File: config.mk
export PLATFORM = sky130hd
export DESIGN_NAME = bidir_clocked_fifo_mailbox
export DESIGN_NICKNAME = d
export VERILOG_FILES = /design/src/logic/bidir_clocked_fifo_mailbox_pkg.sv /design/src/logic/port_pin_sync.sv /design/src/logic/stream_queue.sv /design/src/logic/bidir_clocked_fifo_mailbox.sv
export VERILOG_INCLUDE_DIRS = /design/src /design/src/logic
export SDC_FILE = /design/constraint.sdc
export NUM_CORES = 2
export LEC_CHECK = 0
export BUFFER_PORTS_ARGS = -buffer_cell sky130_fd_sc_hd__buf_2
export CORE_MARGIN = 2
export CORE_UTILIZATION = 35
export DETAILED_ROUTE_END_ITERATION = 6
export GPL_TIMING_DRIVEN = 1
export SLEW_MARGIN = 10
export SYNTH_ARGS = -nofsm -noshare
export SYNTH_HDL_FRONTEND = slang
export SYNTH_MEMORY_MAX_BITS = 65536
export SYNTH_SLANG_ARGS = --single-unit
File: constraint.sdc
create_clock -name clk_sys -period 5.15 [get_ports clk_sys]
set_input_delay 1.03 -clock clk_sys [delete_from_list [all_inputs] [get_ports clk_sys]]
set_output_delay 1.03 -clock clk_sys [all_outputs]
set_load 0.05 [all_outputs]
File: src/logic/bidir_clocked_fifo_mailbox_regs.svh
// depth, widths, reset values and offset codes of the two-way queue block
`ifndef BIDIR_CLOCKED_FIFO_MAILBOX_REGS_SVH
`define BIDIR_CLOCKED_FIFO_MAILBOX_REGS_SVH

`define WORD_W          36
`define QUEUE_DEPTH     64
`define LEVEL_W         7
`define QUEUE_FULL_LVL  7'h40
`define PIN_CTRL_W      4
`define FLAG_W          4
// flag vector positions: full, almost full, empty, almost empty
`define FLAG_FULL       3
`define FLAG_AFULL      2
`define FLAG_EMPTY      1
`define FLAG_AEMPTY     0
// after reset only almost full and the two mail flags are high
`define FLAG_RST        4'h4
`define MAIL_FLAG_RST   1'b1
// almost offsets chosen by {hi, lo} select pins at reset release
`define OFFSET_HH       7'h10
`define OFFSET_HL       7'h0c
`define OFFSET_LH       7'h08
`define OFFSET_LL       7'h04
`define OFFSET_RST      7'h04

`endif

File: src/logic/bidir_clocked_fifo_mailbox_pkg.sv
// shared types of the two-way queue block
package bidir_clocked_fifo_mailbox_pkg;
   typedef logic [35:0] word_t;
   typedef logic [6:0]  level_t;
   typedef logic [3:0]  flags_t;
   typedef logic [1:0]  offset_sel_t;
endpackage

File: src/logic/port_pin_sync.sv
// two-flop synchroniser for one port's clock pin and pins, with clock rise strobe
`timescale 1ns/1ps
module port_pin_sync #(
   parameter int W = 40
) (
   input  wire logic         clk_sys,
   input  wire logic         reset_n,
   input  wire logic         clkPin,
   input  wire logic [W-1:0] pins,
   output logic              rise,
   output logic [W-1:0]      pinsS
);
   logic [W:0] s1_r;
   logic [W:0] s2_r;
   logic       clkS3_r;

   // pins travel with the clock so they are aligned when the rise is seen;
   // no reset here: the stages keep tracking the pin, so a release cannot fake a rise
   always_ff @(posedge clk_sys) begin
      s1_r    <= {clkPin, pins};
      s2_r    <= s1_r;
      clkS3_r <= s2_r[W];
   end

   // edge found on the second and third stages only; port clock must be well below clk_sys
   // no strobe while reset is low, so nothing downstream counts a rise seen in reset
   assign rise  = reset_n & s2_r[W] & ~clkS3_r;
   assign pinsS = s2_r[W-1:0];
endmodule

File: src/logic/stream_queue.sv
// first-in first-out store with valid/ready on both sides and a fill level
`timescale 1ns/1ps
module stream_queue #(
   parameter int W     = 36,
   parameter int DEPTH = 16
) (
   input  wire logic                     clk_sys,
   input  wire logic                     reset_n,
   input  wire logic                     inValid,
   output logic                          inReady,
   input  wire logic [W-1:0]             inData,
   output logic                          outValid,
   input  wire logic                     outReady,
   output logic [W-1:0]                  outData,
   output logic [$clog2(DEPTH):0]        level
);
   localparam int AW = $clog2(DEPTH);
   logic [W-1:0]  mem [DEPTH];
   logic [AW:0]   wPtr_r;
   logic [AW:0]   rPtr_r;
   logic          push;
   logic          pop;

   // pointers carry one extra wrap bit so full and empty differ
   assign level    = wPtr_r - rPtr_r;
   assign inReady  = (level != DEPTH[AW:0]);
   assign outValid = (wPtr_r != rPtr_r);
   assign push     = inValid & inReady;
   assign pop      = outReady & outValid;
   assign outData  = mem[rPtr_r[AW-1:0]];

   // pointer update; order kept by wrapping both pointers the same way
   always_ff @(posedge clk_sys) begin
      if (!reset_n) begin
         wPtr_r <= '0;
         rPtr_r <= '0;
      end else begin
         if (push) begin
            wPtr_r <= wPtr_r + 1'b1;
         end
         if (pop) begin
            rPtr_r <= rPtr_r + 1'b1;
         end
      end
   end

   // storage has no reset; unread words are never observed
   always_ff @(posedge clk_sys) begin
      if (push) begin
         mem[wPtr_r[AW-1:0]] <= inData;
      end
   end
endmodule

File: src/logic/bidir_clocked_fifo_mailbox.sv
// two queues and two mail registers between port a and port b, one system clock
// What this block does
// - reset may change at any time
// - reset clears pointers and sets flag values
// - full flags rise two port edges after reset
// - reset release latches almost offset from selects
// - data drives only when select and read low
// - qualified port a write enters a to b queue
// - qualified port a read loads output register
// - port b mirrors port a on other queue
// - each queue flag passes two port clocked stages; mail flags are set directly by the mail access
// - each port's flags update on its clock
// - flags follow fill level thresholds with offset
// - read of empty queue ignored, register kept
// - read pointer advances per word delivered
// - new word readable after three read edges
// - late edge after write does not count
// - mail write stores word, flag low, blocks rewrite
// - mail read at far port sets flag high
// - full flag rises second write edge after read
// - almost flags settle after two own edges
`timescale 1ns/1ps
`include "bidir_clocked_fifo_mailbox_regs.svh"
module bidir_clocked_fifo_mailbox #(
   parameter int DEPTH = `QUEUE_DEPTH
) (
   input  wire logic                              clk_sys,
   input  wire logic                              reset_n,
   input  wire logic                              port_a_clock,
   input  wire logic                              port_a_select_n,
   input  wire logic                              port_a_write_not_read,
   input  wire logic                              port_a_enable,
   input  wire logic                              port_a_mail_select,
   input  wire bidir_clocked_fifo_mailbox_pkg::word_t port_a_data_in,
   output bidir_clocked_fifo_mailbox_pkg::word_t  port_a_data_out,
   output logic                                   port_a_data_oe,
   input  wire logic                              port_b_clock,
   input  wire logic                              port_b_select_n,
   input  wire logic                              port_b_write_not_read,
   input  wire logic                              port_b_enable,
   input  wire logic                              port_b_mail_select,
   input  wire bidir_clocked_fifo_mailbox_pkg::word_t port_b_data_in,
   output bidir_clocked_fifo_mailbox_pkg::word_t  port_b_data_out,
   output logic                                   port_b_data_oe,
   input  wire logic                              offset_select_hi,
   input  wire logic                              offset_select_lo,
   output logic                                   port_a_full_n,
   output logic                                   port_a_almost_full_n,
   output logic                                   port_a_empty_n,
   output logic                                   port_a_almost_empty_n,
   output logic                                   port_b_full_n,
   output logic                                   port_b_almost_full_n,
   output logic                                   port_b_empty_n,
   output logic                                   port_b_almost_empty_n,
   output logic                                   a_to_b_mail_flag_n,
   output logic                                   b_to_a_mail_flag_n
);
   localparam int PW = `PIN_CTRL_W + `WORD_W;

   // offset decode, shared by the latch and its check
   function automatic bidir_clocked_fifo_mailbox_pkg::level_t offsetDecode(
      input bidir_clocked_fifo_mailbox_pkg::offset_sel_t sel);
      bidir_clocked_fifo_mailbox_pkg::level_t v;
      unique case (sel)
         2'h3: v = `OFFSET_HH;
         2'h2: v = `OFFSET_HL;
         2'h1: v = `OFFSET_LH;
         2'h0: v = `OFFSET_LL;
      endcase
      return v;
   endfunction

   ////////////////////////////////////////////////////////////////////////////////
   // pin synchronisers and port clock strobes

   logic                                  aRise;
   logic                                  bRise;
   logic [PW-1:0]                         aPinsS;
   logic [PW-1:0]                         bPinsS;
   logic                                  aCsS;
   logic                                  aWnrS;
   logic                                  aEnS;
   logic                                  aMbS;
   logic                                  bCsS;
   logic                                  bWnrS;
   logic                                  bEnS;
   logic                                  bMbS;
   bidir_clocked_fifo_mailbox_pkg::word_t aDataS;
   bidir_clocked_fifo_mailbox_pkg::word_t bDataS;

   port_pin_sync #(.W(PW)) u_sync_a (
      .clk_sys (clk_sys),
      .reset_n (reset_n),
      .clkPin  (port_a_clock),
      .pins    ({port_a_select_n, port_a_write_not_read, port_a_enable, port_a_mail_select, port_a_data_in}),
      .rise    (aRise),
      .pinsS   (aPinsS)
   );

   port_pin_sync #(.W(PW)) u_sync_b (
      .clk_sys (clk_sys),
      .reset_n (reset_n),
      .clkPin  (port_b_clock),
      .pins    ({port_b_select_n, port_b_write_not_read, port_b_enable, port_b_mail_select, port_b_data_in}),
      .rise    (bRise),
      .pinsS   (bPinsS)
   );

   // unpack synchronised control and data
   assign {aCsS, aWnrS, aEnS, aMbS, aDataS} = aPinsS;
   assign {bCsS, bWnrS, bEnS, bMbS, bDataS} = bPinsS;

   ////////////////////////////////////////////////////////////////////////////////
   // almost offset latched at reset release

   bidir_clocked_fifo_mailbox_pkg::offset_sel_t selS1_r;
   bidir_clocked_fifo_mailbox_pkg::offset_sel_t selS2_r;
   bidir_clocked_fifo_mailbox_pkg::level_t      offset_r;
   logic                                        resetDone_r;

   // selects are pins, so two flops first; caught in the first cycle after release
   always_ff @(posedge clk_sys) begin
      selS1_r <= {offset_select_hi, offset_select_lo};
      selS2_r <= selS1_r;
   end

   // release may come at any time: it is only sampled on clk_sys
   always_ff @(posedge clk_sys) begin
      if (!reset_n) begin
         resetDone_r <= 1'b0;
         offset_r    <= `OFFSET_RST;
      end else begin
         resetDone_r <= 1'b1;
         if (!resetDone_r) begin
            offset_r <= offsetDecode(selS2_r);
         end
      end
   end

   ////////////////////////////////////////////////////////////////////////////////
   // port decode

   logic aSel;
   logic bSel;
   logic aWrite;
   logic aRead;
   logic aMailWr;
   logic aMailRd;
   logic bWrite;
   logic bRead;
   logic bMailWr;
   logic bMailRd;
   logic abInReady;
   logic baInReady;
   logic abOutValid;
   logic baOutValid;

   // a port acts on a clock rise with select low and enable high
   assign aSel    = aRise & ~aCsS & aEnS;
   assign bSel    = bRise & ~bCsS & bEnS;
   assign aWrite  = aSel & aWnrS & ~aMbS & port_a_full_n & abInReady;
   assign aRead   = aSel & ~aWnrS & ~aMbS & port_a_empty_n & baOutValid;
   assign aMailWr = aSel & aWnrS & aMbS & a_to_b_mail_flag_n;
   assign aMailRd = aSel & ~aWnrS & aMbS;
   assign bWrite  = bSel & bWnrS & ~bMbS & port_b_full_n & baInReady;
   assign bRead   = bSel & ~bWnrS & ~bMbS & port_b_empty_n & abOutValid;
   assign bMailWr = bSel & bWnrS & bMbS & b_to_a_mail_flag_n;
   assign bMailRd = bSel & ~bWnrS & bMbS;

   ////////////////////////////////////////////////////////////////////////////////
   // queues

   bidir_clocked_fifo_mailbox_pkg::word_t  abOutData;
   bidir_clocked_fifo_mailbox_pkg::word_t  baOutData;
   bidir_clocked_fifo_mailbox_pkg::level_t abLevel;
   bidir_clocked_fifo_mailbox_pkg::level_t baLevel;

   stream_queue #(.W(`WORD_W), .DEPTH(DEPTH)) u_a_to_b_queue (
      .clk_sys  (clk_sys),
      .reset_n  (reset_n),
      .inValid  (aWrite),
      .inReady  (abInReady),
      .inData   (aDataS),
      .outValid (abOutValid),
      .outReady (bRead),
      .outData  (abOutData),
      .level    (abLevel)
   );

   stream_queue #(.W(`WORD_W), .DEPTH(DEPTH)) u_b_to_a_queue (
      .clk_sys  (clk_sys),
      .reset_n  (reset_n),
      .inValid  (bWrite),
      .inReady  (baInReady),
      .inData   (bDataS),
      .outValid (baOutValid),
      .outReady (aRead),
      .outData  (baOutData),
      .level    (baLevel)
   );

   ////////////////////////////////////////////////////////////////////////////////
   // raw flags from fill level, then two stages on each port's own strobe

   bidir_clocked_fifo_mailbox_pkg::level_t highMark;
   bidir_clocked_fifo_mailbox_pkg::flags_t aRaw;
   bidir_clocked_fifo_mailbox_pkg::flags_t bRaw;
   bidir_clocked_fifo_mailbox_pkg::flags_t aFlagS1_r;
   bidir_clocked_fifo_mailbox_pkg::flags_t bFlagS1_r;

   // port a watches the outgoing queue's top and the incoming queue's bottom
   assign highMark = `QUEUE_FULL_LVL - offset_r;
   assign aRaw = {abLevel != `QUEUE_FULL_LVL, abLevel < highMark, baLevel != '0, baLevel > offset_r};
   assign bRaw = {baLevel != `QUEUE_FULL_LVL, baLevel < highMark, abLevel != '0, abLevel > offset_r};

   // level moves the cycle after a transfer, so a rise in that cycle misses it
   always_ff @(posedge clk_sys) begin
      if (!reset_n) begin
         aFlagS1_r <= `FLAG_RST;
         {port_a_full_n, port_a_almost_full_n, port_a_empty_n, port_a_almost_empty_n} <= `FLAG_RST;
      end else if (aRise) begin
         aFlagS1_r <= aRaw;
         {port_a_full_n, port_a_almost_full_n, port_a_empty_n, port_a_almost_empty_n} <= aFlagS1_r;
      end
   end

   // port b flag stages
   always_ff @(posedge clk_sys) begin
      if (!reset_n) begin
         bFlagS1_r <= `FLAG_RST;
         {port_b_full_n, port_b_almost_full_n, port_b_empty_n, port_b_almost_empty_n} <= `FLAG_RST;
      end else if (bRise) begin
         bFlagS1_r <= bRaw;
         {port_b_full_n, port_b_almost_full_n, port_b_empty_n, port_b_almost_empty_n} <= bFlagS1_r;
      end
   end

   ////////////////////////////////////////////////////////////////////////////////
   // output registers and mail registers

   bidir_clocked_fifo_mailbox_pkg::word_t aOutReg_r;
   bidir_clocked_fifo_mailbox_pkg::word_t bOutReg_r;
   bidir_clocked_fifo_mailbox_pkg::word_t mailAB_r;
   bidir_clocked_fifo_mailbox_pkg::word_t mailBA_r;

   // output registers change only on a delivered word
   always_ff @(posedge clk_sys) begin
      if (!reset_n) begin
         aOutReg_r <= '0;
         bOutReg_r <= '0;
      end else begin
         if (aRead) begin
            aOutReg_r <= baOutData;
         end
         if (bRead) begin
            bOutReg_r <= abOutData;
         end
      end
   end

   // a mail write and the far read in one cycle: the write wins, flag goes low
   always_ff @(posedge clk_sys) begin
      if (!reset_n) begin
         mailAB_r           <= '0;
         mailBA_r           <= '0;
         a_to_b_mail_flag_n <= `MAIL_FLAG_RST;
         b_to_a_mail_flag_n <= `MAIL_FLAG_RST;
      end else begin
         if (aMailWr) begin
            mailAB_r           <= aDataS;
            a_to_b_mail_flag_n <= 1'b0;
         end else if (bMailRd) begin
            a_to_b_mail_flag_n <= 1'b1;
         end
         if (bMailWr) begin
            mailBA_r           <= bDataS;
            b_to_a_mail_flag_n <= 1'b0;
         end else if (aMailRd) begin
            b_to_a_mail_flag_n <= 1'b1;
         end
      end
   end

   // drive and source selection, independent of enable
   always_ff @(posedge clk_sys) begin
      if (!reset_n) begin
         port_a_data_oe  <= 1'b0;
         port_b_data_oe  <= 1'b0;
         port_a_data_out <= '0;
         port_b_data_out <= '0;
      end else begin
         port_a_data_oe  <= ~aCsS & ~aWnrS;
         port_b_data_oe  <= ~bCsS & ~bWnrS;
         port_a_data_out <= aMbS ? mailBA_r : aOutReg_r;
         port_b_data_out <= bMbS ? mailAB_r : bOutReg_r;
      end
   end

   ////////////////////////////////////////////////////////////////////////////////
   // checks

   property p_reset_flags;
      @(posedge clk_sys) !reset_n |=> ({port_a_full_n, port_a_almost_full_n, port_a_empty_n,
         port_a_almost_empty_n} == `FLAG_RST) && a_to_b_mail_flag_n && b_to_a_mail_flag_n;
   endproperty
   a_reset_flags: assert property (p_reset_flags) else $error("flags wrong after reset");

   property p_full_on_edge;
      @(posedge clk_sys) disable iff (!reset_n) $rose(port_a_full_n) |-> $past(aRise) && $past(aFlagS1_r[`FLAG_FULL]);
   endproperty
   a_full_on_edge: assert property (p_full_on_edge) else $error("full flag rose off a port edge");

   property p_offset_latch;
      @(posedge clk_sys) $rose(reset_n) |=> offset_r == offsetDecode($past(selS2_r));
   endproperty
   a_offset_latch: assert property (p_offset_latch) else $error("offset not latched at release");

   property p_drive;
      @(posedge clk_sys) disable iff (!reset_n) 1'b1 |=> port_a_data_oe == $past(~aCsS & ~aWnrS);
   endproperty
   a_drive: assert property (p_drive) else $error("port a drive enable wrong");

   property p_write_stores;
      @(posedge clk_sys) disable iff (!reset_n) aWrite && !bRead |=> abLevel == $past(abLevel) + 7'h01;
   endproperty
   a_write_stores: assert property (p_write_stores) else $error("write did not add a word");

   property p_read_advances;
      @(posedge clk_sys) disable iff (!reset_n) aRead && !bWrite |=> baLevel == $past(baLevel) - 7'h01;
   endproperty
   a_read_advances: assert property (p_read_advances) else $error("read did not remove a word");

   property p_empty_ignored;
      @(posedge clk_sys) disable iff (!reset_n) aSel && !aWnrS && !aMbS && !port_a_empty_n |=> $stable(aOutReg_r);
   endproperty
   a_empty_ignored: assert property (p_empty_ignored) else $error("read of empty queue changed output");

   property p_no_early_empty;
      @(posedge clk_sys) disable iff (!reset_n) aWrite && abLevel == '0 && !port_b_empty_n |=> !port_b_empty_n [*2];
   endproperty
   a_no_early_empty: assert property (p_no_early_empty) else $error("empty flag rose too soon");

   property p_mail_write;
      @(posedge clk_sys) disable iff (!reset_n) aMailWr |=> !a_to_b_mail_flag_n && mailAB_r == $past(aDataS);
   endproperty
   a_mail_write: assert property (p_mail_write) else $error("mail write not stored");

   property p_mail_read;
      @(posedge clk_sys) disable iff (!reset_n) bMailRd && !aMailWr |=> a_to_b_mail_flag_n && $stable(mailAB_r);
   endproperty
   a_mail_read: assert property (p_mail_read) else $error("mail read did not free flag");

   property p_mail_mux;
      @(posedge clk_sys) disable iff (!reset_n) aMbS |=> port_a_data_out == $past(mailBA_r);
   endproperty
   a_mail_mux: assert property (p_mail_mux) else $error("port a output not from mail");
endmodule

==> flow_metrics.tcl <==
set metrics [dict create \
    run_status "finished, violations left" \
    violations "design-rule violations" \
    synth_edf_count 4608 \
    fmax_mhz 219 \
    grt_pass1_vias 97500 \
    dp_slack_ns 0.305 \
    synth_warnings 0 \
    r2r-start "u_sync_b.clkS3_r$_DFF_P_" \
    hpwl_mm 331 \
    synth-async-reset-ratio_pct 0 \
    cellPowerDensity_nw_per_um2 381 \
    synth-main-ff-cell "edfxtp_1" \
    post_cts_buffers 0 \
    rsz0062_at_grt "no" \
    drive_gt1_share_pct 20.0 \
    grt_max_degree 124 \
    insertion_delay_ns 1.07 \
    critPathKind "register to register" \
    nets 10500 \
    p_leak_nw 66.7 \
    die_h_um 740 \
    ys_ff_latch 5046 \
    final_common_cell "edfxtp_1" \
    vias 100000 \
    grt_pass1_wl_mm 757 \
    clkTransAtPathRegs_ns 0.05 \
    finalInstanceArea_sq_um 220000 \
    cts_buffers 532 \
    worst_slew_pin_slew_ns 1.35 \
    avgSynthCellArea_sq_um 19.3 \
    maxCapViolCount 0 \
    row_count 270 \
    drt-initial-drc-count 14200 \
    synthCells 9834 \
    fp.dieW_um 740 \
    dp_cells 17000 \
    synth_area_sq_um 190000 \
    tns_ns 0 \
    clock_sinks 5046 \
    reg2reg_setup_slack_ns 0.58 \
    antenna_found_initial 52 \
    viasPerCell 5.56 \
    htreeDepth 6 \
    fin_ws_ns 0.578 \
    tritoncts "built" \
    port_buffers 169 \
    worstSetupEndpointType "register" \
    crit_end "u_b_to_a_queue.mem[39][29]$_DFFE_PP_" \
    vdd_drop_max_uv 376 \
    synth.distinct_cells 77 \
    cp.arrival_ns 5.30 \
    start_util_pct 35.1 \
    grt_overflow 0 \
    yosys-top-cells-area "edfxtp_1 73%, mux4_2 7.2%, mux2i_1 6.5%" \
    yosysTopAreaCell "edfxtp_1" \
    worstSetupStartpoint "u_sync_b.clkS3_r$_DFF_P_" \
    multiInputGateArea_sq_um 41000 \
    coreArea_sq_um 540000 \
    required_ns 5.88 \
    synth_top_area_share_pct 72.9 \
    finalHoldViolCount 0 \
    fillCellCount 47200 \
    maxSlewViolCount 0 \
    finalSetupViolations 0 \
    yosysSeqAreaShare_pct 77.6 \
    hold_class "input pin to register" \
    wl_mm 546 \
    worstRegToRegCells 9 \
    root_buffer "clkbuf_16" \
    finalCritPeriodShare_pct 88.8 \
    syn_nets 9956 \
    instances_no_fill 18100 \
    cts_buffer_depth 4 \
    clock_skew_ns 0.0535 \
    hold_buffers 71 \
    dpl-instance-area_sq_um 202000 \
    cts_resized 0 \
    grt_usage_pct 19.2 \
    slew_headroom_pct 9.35 \
    drc_errors 12 \
    start_kind "register" \
    fin_crit_ns 4.57 \
    ioPinCount 170 \
    r2r-end "u_b_to_a_queue.mem[39][29]$_DFFE_PP_" \
    dr.pass1.iters 7 \
    syn_to_final_growth_pct 16.1 \
    seq_area_sq_um 147000 \
    crit_fanout 20 \
    die-area_sq_um 548000 \
    post_drt_wl_per_cell_um 30.2 \
    mostFrequentLayoutCells "4608 x edfxtp_1, 1234 x mux2i_1, 604 x mux4_2" \
    ant_nets 0 \
    gp_congestion 0.882 \
]
## cell families (layout without fill, tap and decap cells)
| kind of cell | after synthesis | after routing | synth area share (%) |
|---|---|---|---|
| other | 0 | 16 | 0 |
| adder cells (fa/ha/maj) | 36 | 36 | 0.241 |
| AO/OA/AOI/OAI | 1312 | 1312 | 4.67 |
| multiplexers | 1846 | 1846 | 13.7 |
| AND/OR/NAND/NOR | 966 | 966 | 2.26 |
| buffers and inverters | 605 | 1611 | 1.42 |
| XOR/XNOR | 23 | 23 | 0.110 |
| flip-flops | 5046 | 5046 | 77.6 |
## worst min-delay path by stage
| stage | start | to | slack, ns | cells past startpoint |
|---|---|---|---|---|
| finish | port_b_write_not_read | u_sync_b.s1_r[38]$_DFF_P_ | 0.09 | 1 |
| CTS | port_b_data_in[34] | u_sync_b.s1_r[34]$_DFF_P_ | 0.001 | 1 |
| detailed placement | u_sync_a.s1_r[4]$_DFF_P_ | u_sync_a.s2_r[4]$_DFF_P_ | 0.31 | 0 |
| global route | port_a_data_in[25] | u_sync_a.s1_r[25]$_DFF_P_ | 0.03 | 1 |
| floorplan | selS1_r[0]$_DFF_P_ | selS2_r[0]$_DFF_P_ | 0.31 | 0 |
| global placement | u_sync_b.s1_r[30]$_DFF_P_ | u_sync_b.s2_r[30]$_DFF_P_ | 0.31 | 0 |
## through the flow
stage | utilization (%) | hold WS (ns) | power [mW]
floorplan | - | 0.310 | 46.0
global placement | 37.4 | 0.309 | 46.7
detailed placement | 37.4 | 0.312 | 46.7
CTS | 40.7 | 0.00145 | 84.4
global route | 40.8 | 0.0350 | 85.9
finish | 40.8 | 0.0915 | 83.8
## per-layer routing
metal / global-route usage (%) / wire length [um] / vias to the layer above
li1: - / - / 41300
met1: 27.6 / 227000 / 53100
met2: 29.8 / 251000 / 5134
met3: 3.37 / 49100 / 888
met4: 6.09 / 19000 / 20
met5: 0 / 135 / -
## final cells by class
type	count	area share, %
Clock buffer	714	6.71
Timing Repair Buffer	605	2.44
Sequential cell	5046	66.9
Multi-Input combinational cell	4183	18.6
Clock inverter	255	1.11
Inverter	37	0.0665
Antenna cell	16	0.0182
Tap cell	7208	4.10
## where the power goes
group          total, mW  internal, mW  switching [mW]
Sequential          45.2          44.7           0.444
Clock               38.0          21.8            16.1
Combinational      0.697         0.120           0.577
## critical path, stage by stage (launching register included)
cell	delay, ns
dfxtp_1	0.31
nand2b_1	0.50
or3_1	0.56
inv_1	0.09
nand3_1	0.52
a21o_1	0.40
buf_4	0.20
or2_2	0.68
nor2_4	0.65
buf_12	0.26
## sequential cells by signal, indices dropped and copies added, names as in the netlist, 2 cells and up
register / count
port_b_data_out: 36
u_a_to_b_queue.mem: 2304
u_b_to_a_queue.rPtr_r: 7
u_sync_b.s2_r: 41
mailAB_r: 36
selS2_r: 2
u_b_to_a_queue.mem: 2304
u_sync_b.s1_r: 41
selS1_r: 2
mailBA_r: 36
port_a_data_out: 36
u_sync_a.s2_r: 41
offset_r: 3
u_a_to_b_queue.rPtr_r: 7
bOutReg_r: 36
aOutReg_r: 36
bFlagS1_r: 4
u_sync_a.s1_r: 41
aFlagS1_r: 4
u_a_to_b_queue.wPtr_r: 7
u_b_to_a_queue.wPtr_r: 7
## Yosys cell counts, types with 4 or more instances
master	number
a2111oi_0	24
a211o_1	4
a211oi_1	53
a21o_1	4
a21oi_1	244
a221oi_1	38
a22o_1	24
a22oi_1	509
a31oi_1	69
and2_1	6
and3_1	5
and4_1	7
buf_1	54
buf_2	214
buf_4	21
buf_6	9
clkbuf_1	269
dfxtp_1	438
edfxtp_1	4608
ha_1	35
inv_1	30
inv_2	4
mux2_2	8
mux2i_1	1234
mux4_2	604
nand2_1	327
nand3_1	224
nand3b_1	5
nand4_1	20
nor2_1	283
nor2b_1	16
nor3_1	24
o211ai_1	5
o21a_1	7
o21ai_0	168
o221ai_1	54
o22ai_1	79
o31ai_1	4
or2_2	5
or3_1	15
or4_1	11
xnor2_1	16
xor2_1	6
Power figures use the tool's default switching activity.
